## config.mk

```make
export PLATFORM = sky130hd
export DESIGN_NAME = drive_warning_brake_capture_params
export DESIGN_NICKNAME = d
export VERILOG_FILES = /design/src/core/drive_param_pkg.sv /design/src/core/capture_unit.sv /design/src/core/drive_warning_brake_capture_params.sv
export SDC_FILE = /design/constraint.sdc
export NUM_CORES = 1
export LEC_CHECK = 0
export BUFFER_PORTS_ARGS = -buffer_cell sky130_fd_sc_hd__buf_2
export CAP_MARGIN = 20
export CORE_ASPECT_RATIO = 1.2
export CORE_MARGIN = 2
export CORE_UTILIZATION = 54
export DETAILED_ROUTE_END_ITERATION = 8
export HOLD_SLACK_MARGIN = 0.1
export PLACE_DENSITY = 0.79
export SLEW_MARGIN = 20
export SYNTH_ARGS = -nofsm -noshare
export SYNTH_HDL_FRONTEND = slang
export SYNTH_SLANG_ARGS = --single-unit
```

## constraint.sdc

```tcl
create_clock -name sys_clk -period 6.55 [get_ports sys_clk]
set_input_delay 0.9825 -clock sys_clk [delete_from_list [all_inputs] [get_ports sys_clk]]
set_output_delay 0.9825 -clock sys_clk [all_outputs]
set_load 0.01 [all_outputs]
```

## src/core/drive_param_pkg.sv

```systemverilog
package drive_param_pkg;
  // parameter addresses (16-bit register units; odd ones exist, so these are indices)
  localparam logic [15:0] CHANNEL_LOCK_CTRL_IDX     = 16'h013C;
  localparam logic [15:0] USER_SCRATCH_4_IDX        = 16'h0144;
  localparam logic [15:0] ABS_MOVE_HOMING_GATE_IDX  = 16'h062C;
  localparam logic [15:0] BRAKE_MANUAL_CTRL_IDX     = 16'h0814;
  localparam logic [15:0] BRAKE_STATE_INFO_IDX      = 16'h0816;
  localparam logic [15:0] CAPTURE_A_EDGE_CFG_IDX    = 16'h0A04;
  localparam logic [15:0] CAPTURE_A_ARM_CTRL_IDX    = 16'h0A08;
  localparam logic [15:0] CAPTURE_A_EVENT_COUNT_IDX = 16'h0A10;
  localparam logic [15:0] WARNING_ACTIVE_WORD_IDX   = 16'h1C16;
  localparam logic [15:0] WARNING_LATCHED_WORD_IDX  = 16'h1C18;
  localparam logic [15:0] DC_BUS_UTILIZATION_IDX    = 16'h1E26;
  localparam logic [15:0] CAPTURE_A_POSITION_IDX    = 16'h0A0C;
  localparam logic [15:0] CAPTURE_FLAGS_IDX         = 16'h0A02;
  // reset values
  localparam logic [31:0] USER_SCRATCH_RST = 32'h0000_0000;
  localparam logic [15:0] CTRL_RST         = 16'h0000;
  // warning bit positions
  localparam int WARN_GENERAL     = 0;
  localparam int WARN_STAGE_TEMP  = 1;
  localparam int WARN_MOTOR_TEMP  = 2;
  localparam int WARN_RSVD3       = 3;
  localparam int WARN_STAGE_OVL   = 4;
  localparam int WARN_MOTOR_OVL   = 5;
  localparam int WARN_BRAKE_R_OVL = 6;
  localparam int WARN_CAN         = 7;
  localparam int WARN_ENCODER     = 8;
  localparam int WARN_RS485       = 9;
  localparam int WARN_STO         = 10;
  localparam int WARN_UNDERVOLT   = 11;
  localparam int WARN_POS_INVALID = 13;
  localparam int WARN_ETHERNET    = 14;
  localparam int WARN_RSVD15      = 15;
  localparam logic [15:0] WARN_USED_MASK  = 16'h6FF7;
  localparam logic [15:0] WARN_SELF_CLEAR = 16'h2C00;
  // codes
  localparam logic [1:0] ARM_STOP = 2'h0;
  localparam logic [1:0] ARM_ONCE = 2'h1;
  localparam logic [1:0] ARM_CONT = 2'h2;
  localparam logic [1:0] BRAKE_APPLIED  = 2'h0;
  localparam logic [1:0] BRAKE_RELEASED = 2'h1;
  localparam logic [1:0] BRAKE_ABSENT   = 2'h2;
  localparam int CAPTURE_FLAG_A = 0;
  typedef enum logic [1:0] {CAP_IDLE, CAP_ONCE, CAP_CONT} cap_state_e;
endpackage : drive_param_pkg

```

## src/core/capture_unit.sv

```systemverilog
`timescale 1ns/10ps
module capture_unit #(
  parameter int POS_W = 32,
  parameter int CNT_W = 16
) (
  input  wire logic             sys_clk,
  input  wire logic             rstSyncN,
  input  wire logic             captureAInput,
  input  wire logic             edgeRising,
  input  wire logic             armWrite,
  input  wire logic [1:0]       armCode,
  input  wire logic [POS_W-1:0] positionNow,
  input  wire logic             positionRebase,
  input  wire logic [POS_W-1:0] positionOffset,
  output logic                  captureBusy,
  output logic                  captureDone,
  output logic [POS_W-1:0]      capturedPos,
  output logic [CNT_W-1:0]      eventCount
);
  drive_param_pkg::cap_state_e state_reg;
  logic inMeta_reg;
  logic inSync_reg;
  logic inPrev_reg;
  logic hit;
  // first stage feeds only the second
  always_ff @(posedge sys_clk or negedge rstSyncN) begin
    if (!rstSyncN) begin
      inMeta_reg <= 1'b0;
      inSync_reg <= 1'b0;
      inPrev_reg <= 1'b0;
    end else begin
      inMeta_reg <= captureAInput;
      inSync_reg <= inMeta_reg;
      inPrev_reg <= inSync_reg;
    end
  end
  assign hit = (state_reg != drive_param_pkg::CAP_IDLE) &&
               (edgeRising ? (inSync_reg & ~inPrev_reg) : (~inSync_reg & inPrev_reg));
  assign captureBusy = (state_reg != drive_param_pkg::CAP_IDLE);
  always_ff @(posedge sys_clk or negedge rstSyncN) begin
    if (!rstSyncN) begin
      state_reg <= drive_param_pkg::CAP_IDLE;
    end else if (armWrite) begin
      case (armCode)
        drive_param_pkg::ARM_ONCE: state_reg <= drive_param_pkg::CAP_ONCE;
        drive_param_pkg::ARM_CONT: state_reg <= drive_param_pkg::CAP_CONT;
        default:                   state_reg <= drive_param_pkg::CAP_IDLE;
      endcase
    end else begin
      case (state_reg)
        drive_param_pkg::CAP_ONCE: if (hit) state_reg <= drive_param_pkg::CAP_IDLE;
        drive_param_pkg::CAP_CONT: state_reg <= drive_param_pkg::CAP_CONT;
        default:                   state_reg <= drive_param_pkg::CAP_IDLE;
      endcase
    end
  end
  always_ff @(posedge sys_clk or negedge rstSyncN) begin
    if (!rstSyncN) begin
      eventCount <= '0;
    end else if (armWrite && armCode != drive_param_pkg::ARM_STOP) begin
      eventCount <= '0;
    end else if (hit) begin
      eventCount <= eventCount + 1'b1;
    end
  end
  always_ff @(posedge sys_clk or negedge rstSyncN) begin
    if (!rstSyncN) begin
      capturedPos <= '0;
      captureDone <= 1'b0;
    end else begin
      // rebase shifts a stored value into the new position frame
      if (hit) begin
        capturedPos <= positionNow;
      end else if (positionRebase) begin
        capturedPos <= capturedPos + positionOffset;
      end
      // set wins over re-arm clear
      if (hit) begin
        captureDone <= 1'b1;
      end else if (armWrite && armCode != drive_param_pkg::ARM_STOP) begin
        captureDone <= 1'b0;
      end
    end
  end
endmodule : capture_unit

```

## src/core/drive_warning_brake_capture_params.sv

```systemverilog
`timescale 1ns/10ps
module drive_warning_brake_capture_params #(
  parameter int POS_W = 32,
  parameter int CNT_W = 16
) (
  input  wire logic             sys_clk,
  input  wire logic             reset_n,
  // parameter access port from the fieldbus stack
  input  wire logic             paramWrite,
  input  wire logic             paramRead,
  input  wire logic [15:0]      paramIndex,
  input  wire logic [31:0]      paramWdata,
  output logic [31:0]           paramRdata,
  output logic                  paramRvalid,
  output logic                  paramError,
  // drive state
  input  wire logic [15:0]      warningCauses,
  input  wire logic             faultReset,
  input  wire logic             powerStageEnable,
  input  wire logic             stateSwitchOnDisabled,
  input  wire logic             stateReadyToSwitchOn,
  input  wire logic             brakeFitted,
  input  wire logic             brakeAutoRelease,
  input  wire logic             homingDone,
  input  wire logic             absMoveRequest,
  input  wire logic             ioCtrlRequest,
  input  wire logic             toolCtrlRequest,
  input  wire logic             holdMotionInput,
  input  wire logic signed [15:0] dcBusUtilPercent,
  input  wire logic             captureAInput,
  input  wire logic [POS_W-1:0] positionNow,
  input  wire logic             positionRebase,
  input  wire logic [POS_W-1:0] positionOffset,
  output logic                  absMoveGrant,
  output logic                  ioCtrlGrant,
  output logic                  toolCtrlGrant,
  output logic                  holdMotion,
  output logic                  brakeReleaseCmd,
  output logic [1:0]            brakeState,
  output logic                  captureBusy
);
  logic rstMeta_reg;
  logic rstSyncN;
  logic [15:0] warning_active_word_reg;
  logic [15:0] warning_latched_word_reg;
  logic [15:0] warning_latched_word_next;
  logic [31:0] userScratch_reg;
  logic        homingGate_reg;
  logic        channelLock_reg;
  logic        brakeManual_reg;
  logic        edgeRising_reg;
  logic [1:0]  armCode_reg;
  logic signed [15:0] dcUtil_reg;
  logic        armWrite;
  logic        captureDone;
  logic [POS_W-1:0] capturedPos;
  logic [CNT_W-1:0] eventCount;
  logic        manualAllowed;

  function automatic logic isWrite(input logic [15:0] idx, input logic [15:0] target, input logic wr);
    isWrite = wr && (idx == target);
  endfunction : isWrite

  // async assert, clocked release
  always_ff @(posedge sys_clk or negedge reset_n) begin
    if (!reset_n) begin
      rstMeta_reg <= 1'b0;
      rstSyncN    <= 1'b0;
    end else begin
      rstMeta_reg <= 1'b1;
      rstSyncN    <= rstMeta_reg;
    end
  end

  // warnings
  always_comb begin
    warning_latched_word_next = warning_latched_word_reg | (warningCauses & drive_param_pkg::WARN_USED_MASK);
    // self-clearing bits follow their live cause
    warning_latched_word_next = (warning_latched_word_next & ~drive_param_pkg::WARN_SELF_CLEAR) |
                       (warningCauses & drive_param_pkg::WARN_SELF_CLEAR);
    if (faultReset) begin
      // old bits go, but a cause seen in the reset cycle still latches
      warning_latched_word_next = warningCauses & drive_param_pkg::WARN_USED_MASK;
    end
  end
  always_ff @(posedge sys_clk or negedge rstSyncN) begin
    if (!rstSyncN) begin
      warning_active_word_reg  <= drive_param_pkg::CTRL_RST;
      warning_latched_word_reg <= drive_param_pkg::CTRL_RST;
      dcUtil_reg      <= '0;
    end else begin
      warning_active_word_reg  <= warningCauses & drive_param_pkg::WARN_USED_MASK;
      warning_latched_word_reg <= warning_latched_word_next;
      dcUtil_reg      <= dcBusUtilPercent;
    end
  end

  // plain parameters
  always_ff @(posedge sys_clk or negedge rstSyncN) begin
    if (!rstSyncN) begin
      userScratch_reg <= drive_param_pkg::USER_SCRATCH_RST;
      homingGate_reg  <= 1'b0;
      channelLock_reg <= 1'b0;
      edgeRising_reg  <= 1'b0;
      armCode_reg     <= drive_param_pkg::ARM_STOP;
    end else begin
      if (isWrite(paramIndex, drive_param_pkg::USER_SCRATCH_4_IDX, paramWrite))
        userScratch_reg <= paramWdata;
      if (isWrite(paramIndex, drive_param_pkg::ABS_MOVE_HOMING_GATE_IDX, paramWrite) && paramWdata[15:1] == '0)
        homingGate_reg <= paramWdata[0];
      if (isWrite(paramIndex, drive_param_pkg::CHANNEL_LOCK_CTRL_IDX, paramWrite) && paramWdata[15:1] == '0)
        channelLock_reg <= paramWdata[0];
      if (isWrite(paramIndex, drive_param_pkg::CAPTURE_A_EDGE_CFG_IDX, paramWrite) && paramWdata[15:1] == '0)
        edgeRising_reg <= paramWdata[0];
      if (armWrite)
        armCode_reg <= paramWdata[1:0];
    end
  end
  assign armWrite = isWrite(paramIndex, drive_param_pkg::CAPTURE_A_ARM_CTRL_IDX, paramWrite) &&
                    paramWdata[15:0] <= 16'h0002;

  // brake
  assign manualAllowed = stateSwitchOnDisabled | stateReadyToSwitchOn;
  always_ff @(posedge sys_clk or negedge rstSyncN) begin
    if (!rstSyncN) begin
      brakeManual_reg <= 1'b0;
    end else if (powerStageEnable) begin
      brakeManual_reg <= 1'b0;
    end else if (isWrite(paramIndex, drive_param_pkg::BRAKE_MANUAL_CTRL_IDX, paramWrite) &&
                 paramWdata[15:1] == '0) begin
      brakeManual_reg <= paramWdata[0];
    end
  end
  always_ff @(posedge sys_clk or negedge rstSyncN) begin
    if (!rstSyncN) begin
      brakeReleaseCmd <= 1'b0;
      brakeState      <= drive_param_pkg::BRAKE_APPLIED;
    end else begin
      brakeReleaseCmd <= brakeFitted & ((brakeManual_reg & manualAllowed) | (~brakeManual_reg & brakeAutoRelease));
      if (!brakeFitted)
        brakeState <= drive_param_pkg::BRAKE_ABSENT;
      else if (brakeReleaseCmd)
        brakeState <= drive_param_pkg::BRAKE_RELEASED;
      else
        brakeState <= drive_param_pkg::BRAKE_APPLIED;
    end
  end

  // gates are handshakes, so combinational
  assign absMoveGrant  = absMoveRequest & (~homingGate_reg | homingDone);
  assign ioCtrlGrant   = ioCtrlRequest & ~channelLock_reg;
  assign toolCtrlGrant = toolCtrlRequest & ~channelLock_reg;
  assign holdMotion    = holdMotionInput;

  capture_unit #(
    .POS_W (POS_W),
    .CNT_W (CNT_W)
  ) u_capture (
    .sys_clk        (sys_clk),
    .rstSyncN       (rstSyncN),
    .captureAInput  (captureAInput),
    .edgeRising     (edgeRising_reg),
    .armWrite       (armWrite),
    .armCode        (paramWdata[1:0]),
    .positionNow    (positionNow),
    .positionRebase (positionRebase),
    .positionOffset (positionOffset),
    .captureBusy    (captureBusy),
    .captureDone    (captureDone),
    .capturedPos    (capturedPos),
    .eventCount     (eventCount)
  );

  // read port: one cycle after paramRead
  always_ff @(posedge sys_clk or negedge rstSyncN) begin
    if (!rstSyncN) begin
      paramRdata  <= '0;
      paramRvalid <= 1'b0;
      paramError  <= 1'b0;
    end else begin
      paramRvalid <= paramRead;
      paramError  <= 1'b0;
      paramRdata  <= '0;
      if (paramRead) begin
        case (paramIndex)
          drive_param_pkg::CHANNEL_LOCK_CTRL_IDX:     paramRdata <= {31'h0, channelLock_reg};
          drive_param_pkg::USER_SCRATCH_4_IDX:        paramRdata <= userScratch_reg;
          drive_param_pkg::ABS_MOVE_HOMING_GATE_IDX:  paramRdata <= {31'h0, homingGate_reg};
          drive_param_pkg::BRAKE_MANUAL_CTRL_IDX:     paramRdata <= {31'h0, brakeManual_reg};
          drive_param_pkg::BRAKE_STATE_INFO_IDX:      paramRdata <= {30'h0, brakeState};
          drive_param_pkg::CAPTURE_A_EDGE_CFG_IDX:    paramRdata <= {31'h0, edgeRising_reg};
          drive_param_pkg::CAPTURE_A_ARM_CTRL_IDX:    paramRdata <= {30'h0, armCode_reg};
          drive_param_pkg::CAPTURE_A_EVENT_COUNT_IDX: paramRdata <= 32'(eventCount);
          drive_param_pkg::CAPTURE_A_POSITION_IDX:    paramRdata <= 32'(capturedPos);
          drive_param_pkg::CAPTURE_FLAGS_IDX:         paramRdata <= {31'h0, captureDone};
          drive_param_pkg::WARNING_ACTIVE_WORD_IDX:   paramRdata <= {16'h0, warning_active_word_reg};
          drive_param_pkg::WARNING_LATCHED_WORD_IDX:  paramRdata <= {16'h0, warning_latched_word_reg};
          drive_param_pkg::DC_BUS_UTILIZATION_IDX:    paramRdata <= 32'(dcUtil_reg);
          default:                                    paramError <= 1'b1;
        endcase
      end
    end
  end
endmodule : drive_warning_brake_capture_params

```

==> metrics.txt <==
status=completed; syn_nets=1,029; buffers added on ports=197; Worst R2R Start=u_capture.capturedPos[0]; Setup CP Type=in -> reg; CP Launch Type=input pin; initial cell density of the core=55.7%; combinational family with the most area after synthesis=compound AO/OA/AOI/OAI gates; commonest cells in the netlist=dfrtp_1, nand2_1, a21oi_1; top cell type's share of synthesized area=between 40% and 50%; Synth Register Bits=170; n_diodes=0; Adder-Cell Fraction of Synth Area=4.81%; Yosys cell types=72; async set-reset flop share out of synthesis=100%; Mapped Area=between 0.008 and 0.009 mm²; Min-Delay Path Class=reg -> async; R2R depth=10; sequential area share after synthesis=48.6%; max_slew headroom=33.1%; Least-Margin Pin Slew=~1 ns; I/O pin count=203; largest net degree at the start of global routing=78; most frequent cell after synthesis=dfrtp_1; DR vias/cell=~6; Post-synth top flop=dfrtp_1; CTS clk-pin slew, worst paths=0.07 ns; Pre-Repair DR Iteration Count=8; Pleak=4.85 nW; crit path max fanout=6; Compound-Gate Fraction of Synth Area=about a fifth; crit end category=register; Root Buffer=clkbuf_16; Yosys top cell by area=dfrtp_1; CTS sink cnt=170; number of max-cap violations=0; setup TNS=0 ns; share of cells above drive strength 1=between 30% and 40%; Syn Inst Count=835; initial antenna violation count=0; EDFF count, synth=0; hold slack=0.178 ns; f_max=roughly 0.29 GHz; Final Max Slew Viols=0; worst setup path endpoint=u_capture.capturedPos[28]; cts bufs inserted=17; RR Endpoint=u_capture.capturedPos[28]; r2r setup slk=3.29 ns; XOR/XNOR share of the synthesized area=4.30%; Die Span Y=143 µm; CORE AREA=0.0157 mm²; routed len/inst=18.8 µm; setup bufs post-CTS=0; final setup violating endpoints=0; Final Hold Fails=0; TritonCTS clock tree=yes; post-synthesis simple-gate area fraction=14.2%; Die Span X=approximately 120 µm; GRT Util Overall=27.7%; Final period util=about 53%; vias in the first global route=~7,200; synth top area cells=dfrtp_1, ha_1, mux2_2; clock skew=between 0.01 and 0.015 ns; Final Critical Period=3.47 ns; routed via count=7,278; Final ANT Viol Nets=0; Syn. warnings=0; mux share of post-synthesis cell area=5.95%; Max VDD drop=0.182 mV; Placer Congestion=0.919; syn_area_per_cell=10.5 µm²; quantity of gates resized following cts=0; Nets=1,211; DRC errors left=0; # H-tree levels=4; Longest Clk Path Bufs=2; CP arrival=3.81 ns; DIE AREA=0.0172 mm²; FP Rows=50; crit path from=positionOffset[0]; RSZ-0062 raised after global routing=no; final WL=roughly 23,000 µm; Pwr Density=329 mW/mm²; Post-CTS Hold Buffers=0; Syn-to-layout area delta=19.6%; Worst-Skew Late Latency=0.43 ns; DR iter-0 viols=602; GR Overflow Total=0; DP HPWL=approximately 17,000 µm; first-pass GRT wire length=roughly 37,000 µm; Worst Path Required=approximately 6.9 ns
## area by class of cell
cell class,count,area (µm²)
Multi-Input combinational cell,601,4230
Sequential cell,170,4260
Clock buffer,20,457
Inverter,22,82.6
Tap cell,208,260
Fill cell,1240,5240
Timing Repair Buffer,205,1050
Clock inverter,12,130
## through the flow
| step | worst slack [ns] | utilization (%) | total power, mW | cell area (µm²) | instances |
|---|---|---|---|---|---|
| 3_5_place_dp | 2.69 | 62.9 | 2.45 | 9870 | 1206 |
| 3_3_place_gp | 2.77 | 62.9 | 2.42 | 9870 | 1206 |
| 2_1_floorplan | 1.46 | - | 2.15 | 8750 | 835 |
| 6_report | 3.08 | 66.6 | 3.44 | 10500 | 1238 |
| 5_1_grt | 2.92 | 66.6 | 3.67 | 10500 | 1238 |
| 4_1_cts | 3.12 | 66.6 | 3.45 | 10500 | 1238 |
## routing by layer
layer | GRT usage, % | vias to the layer above | routed length, µm
met1 | 36.3 | 3559 | 9750
met3 | 3.81 | 22 | 1270
met4 | 7.80 | 0 | 328
met5 | 0 | - | 0
li1 | - | 3450 | -
met2 | 48.4 | 247 | 12000
## layout by cell type, fill, tap and decap left out, types with 13 or more instances in the layout
cell type	netlist	layout
a221oi_1	18	18
nor2_1	56	56
a21oi_2	15	15
dfrtp_1	170	169
a21oi_1	62	62
xnor2_1	22	22
xor2_1	21	21
inv_1	19	19
o21ai_0	40	39
a21o_1	22	22
clkbuf_16	0	17
and3_1	13	13
nand3_1	15	15
ha_1	32	32
nand2_1	63	63
nor2_2	17	17
a222oi_1	25	25
mux2_2	35	35
buf_2	9	197
## worst max-delay path, cell delays in order
cell and delay (ns):
buf_2 0.11, ha_1 0.22, fa_1 0.41, a21oi_1 0.25, o22ai_1 0.15, nor3_1 0.38, nor4_2 0.14, nor4_4 0.49
o31ai_1 0.18, mux2_1 0.34, a31oi_1 0.17
## logic make-up after synthesis
| family | after synthesis |
|---|---|
| buf+inv | 64 |
| fa+ha+maj | 33 |
| xor+xnor | 43 |
| other cells | 1 |
| simple gates | 238 |
| compound gates | 239 |
| flops | 170 |
| mux | 47 |
## worst min-delay path by stage
stage | depth (start not counted) | endpoint | slack, ns
after global routing | 0 | dcUtil_reg[10] | 0.20
final | 0 | dcUtil_reg[10] | 0.18
after detailed placement | 0 | dcUtil_reg[12] | 0.18
after global placement | 0 | dcUtil_reg[10] | 0.18
after floorplan | 0 | rstSyncN | 0.33
after CTS | 0 | dcUtil_reg[12] | 0.19
## report_power, final
part	leakage, nW	total (mW)	internal [mW]	switching (mW)
sequential	2.10	1.30	1.17	0.133
combinational	2.46	1.14	0.503	0.639
clock	0.286	0.999	0.557	0.442
total	4.85	3.44	2.23	1.21
(Power assumes the default switching activity.)
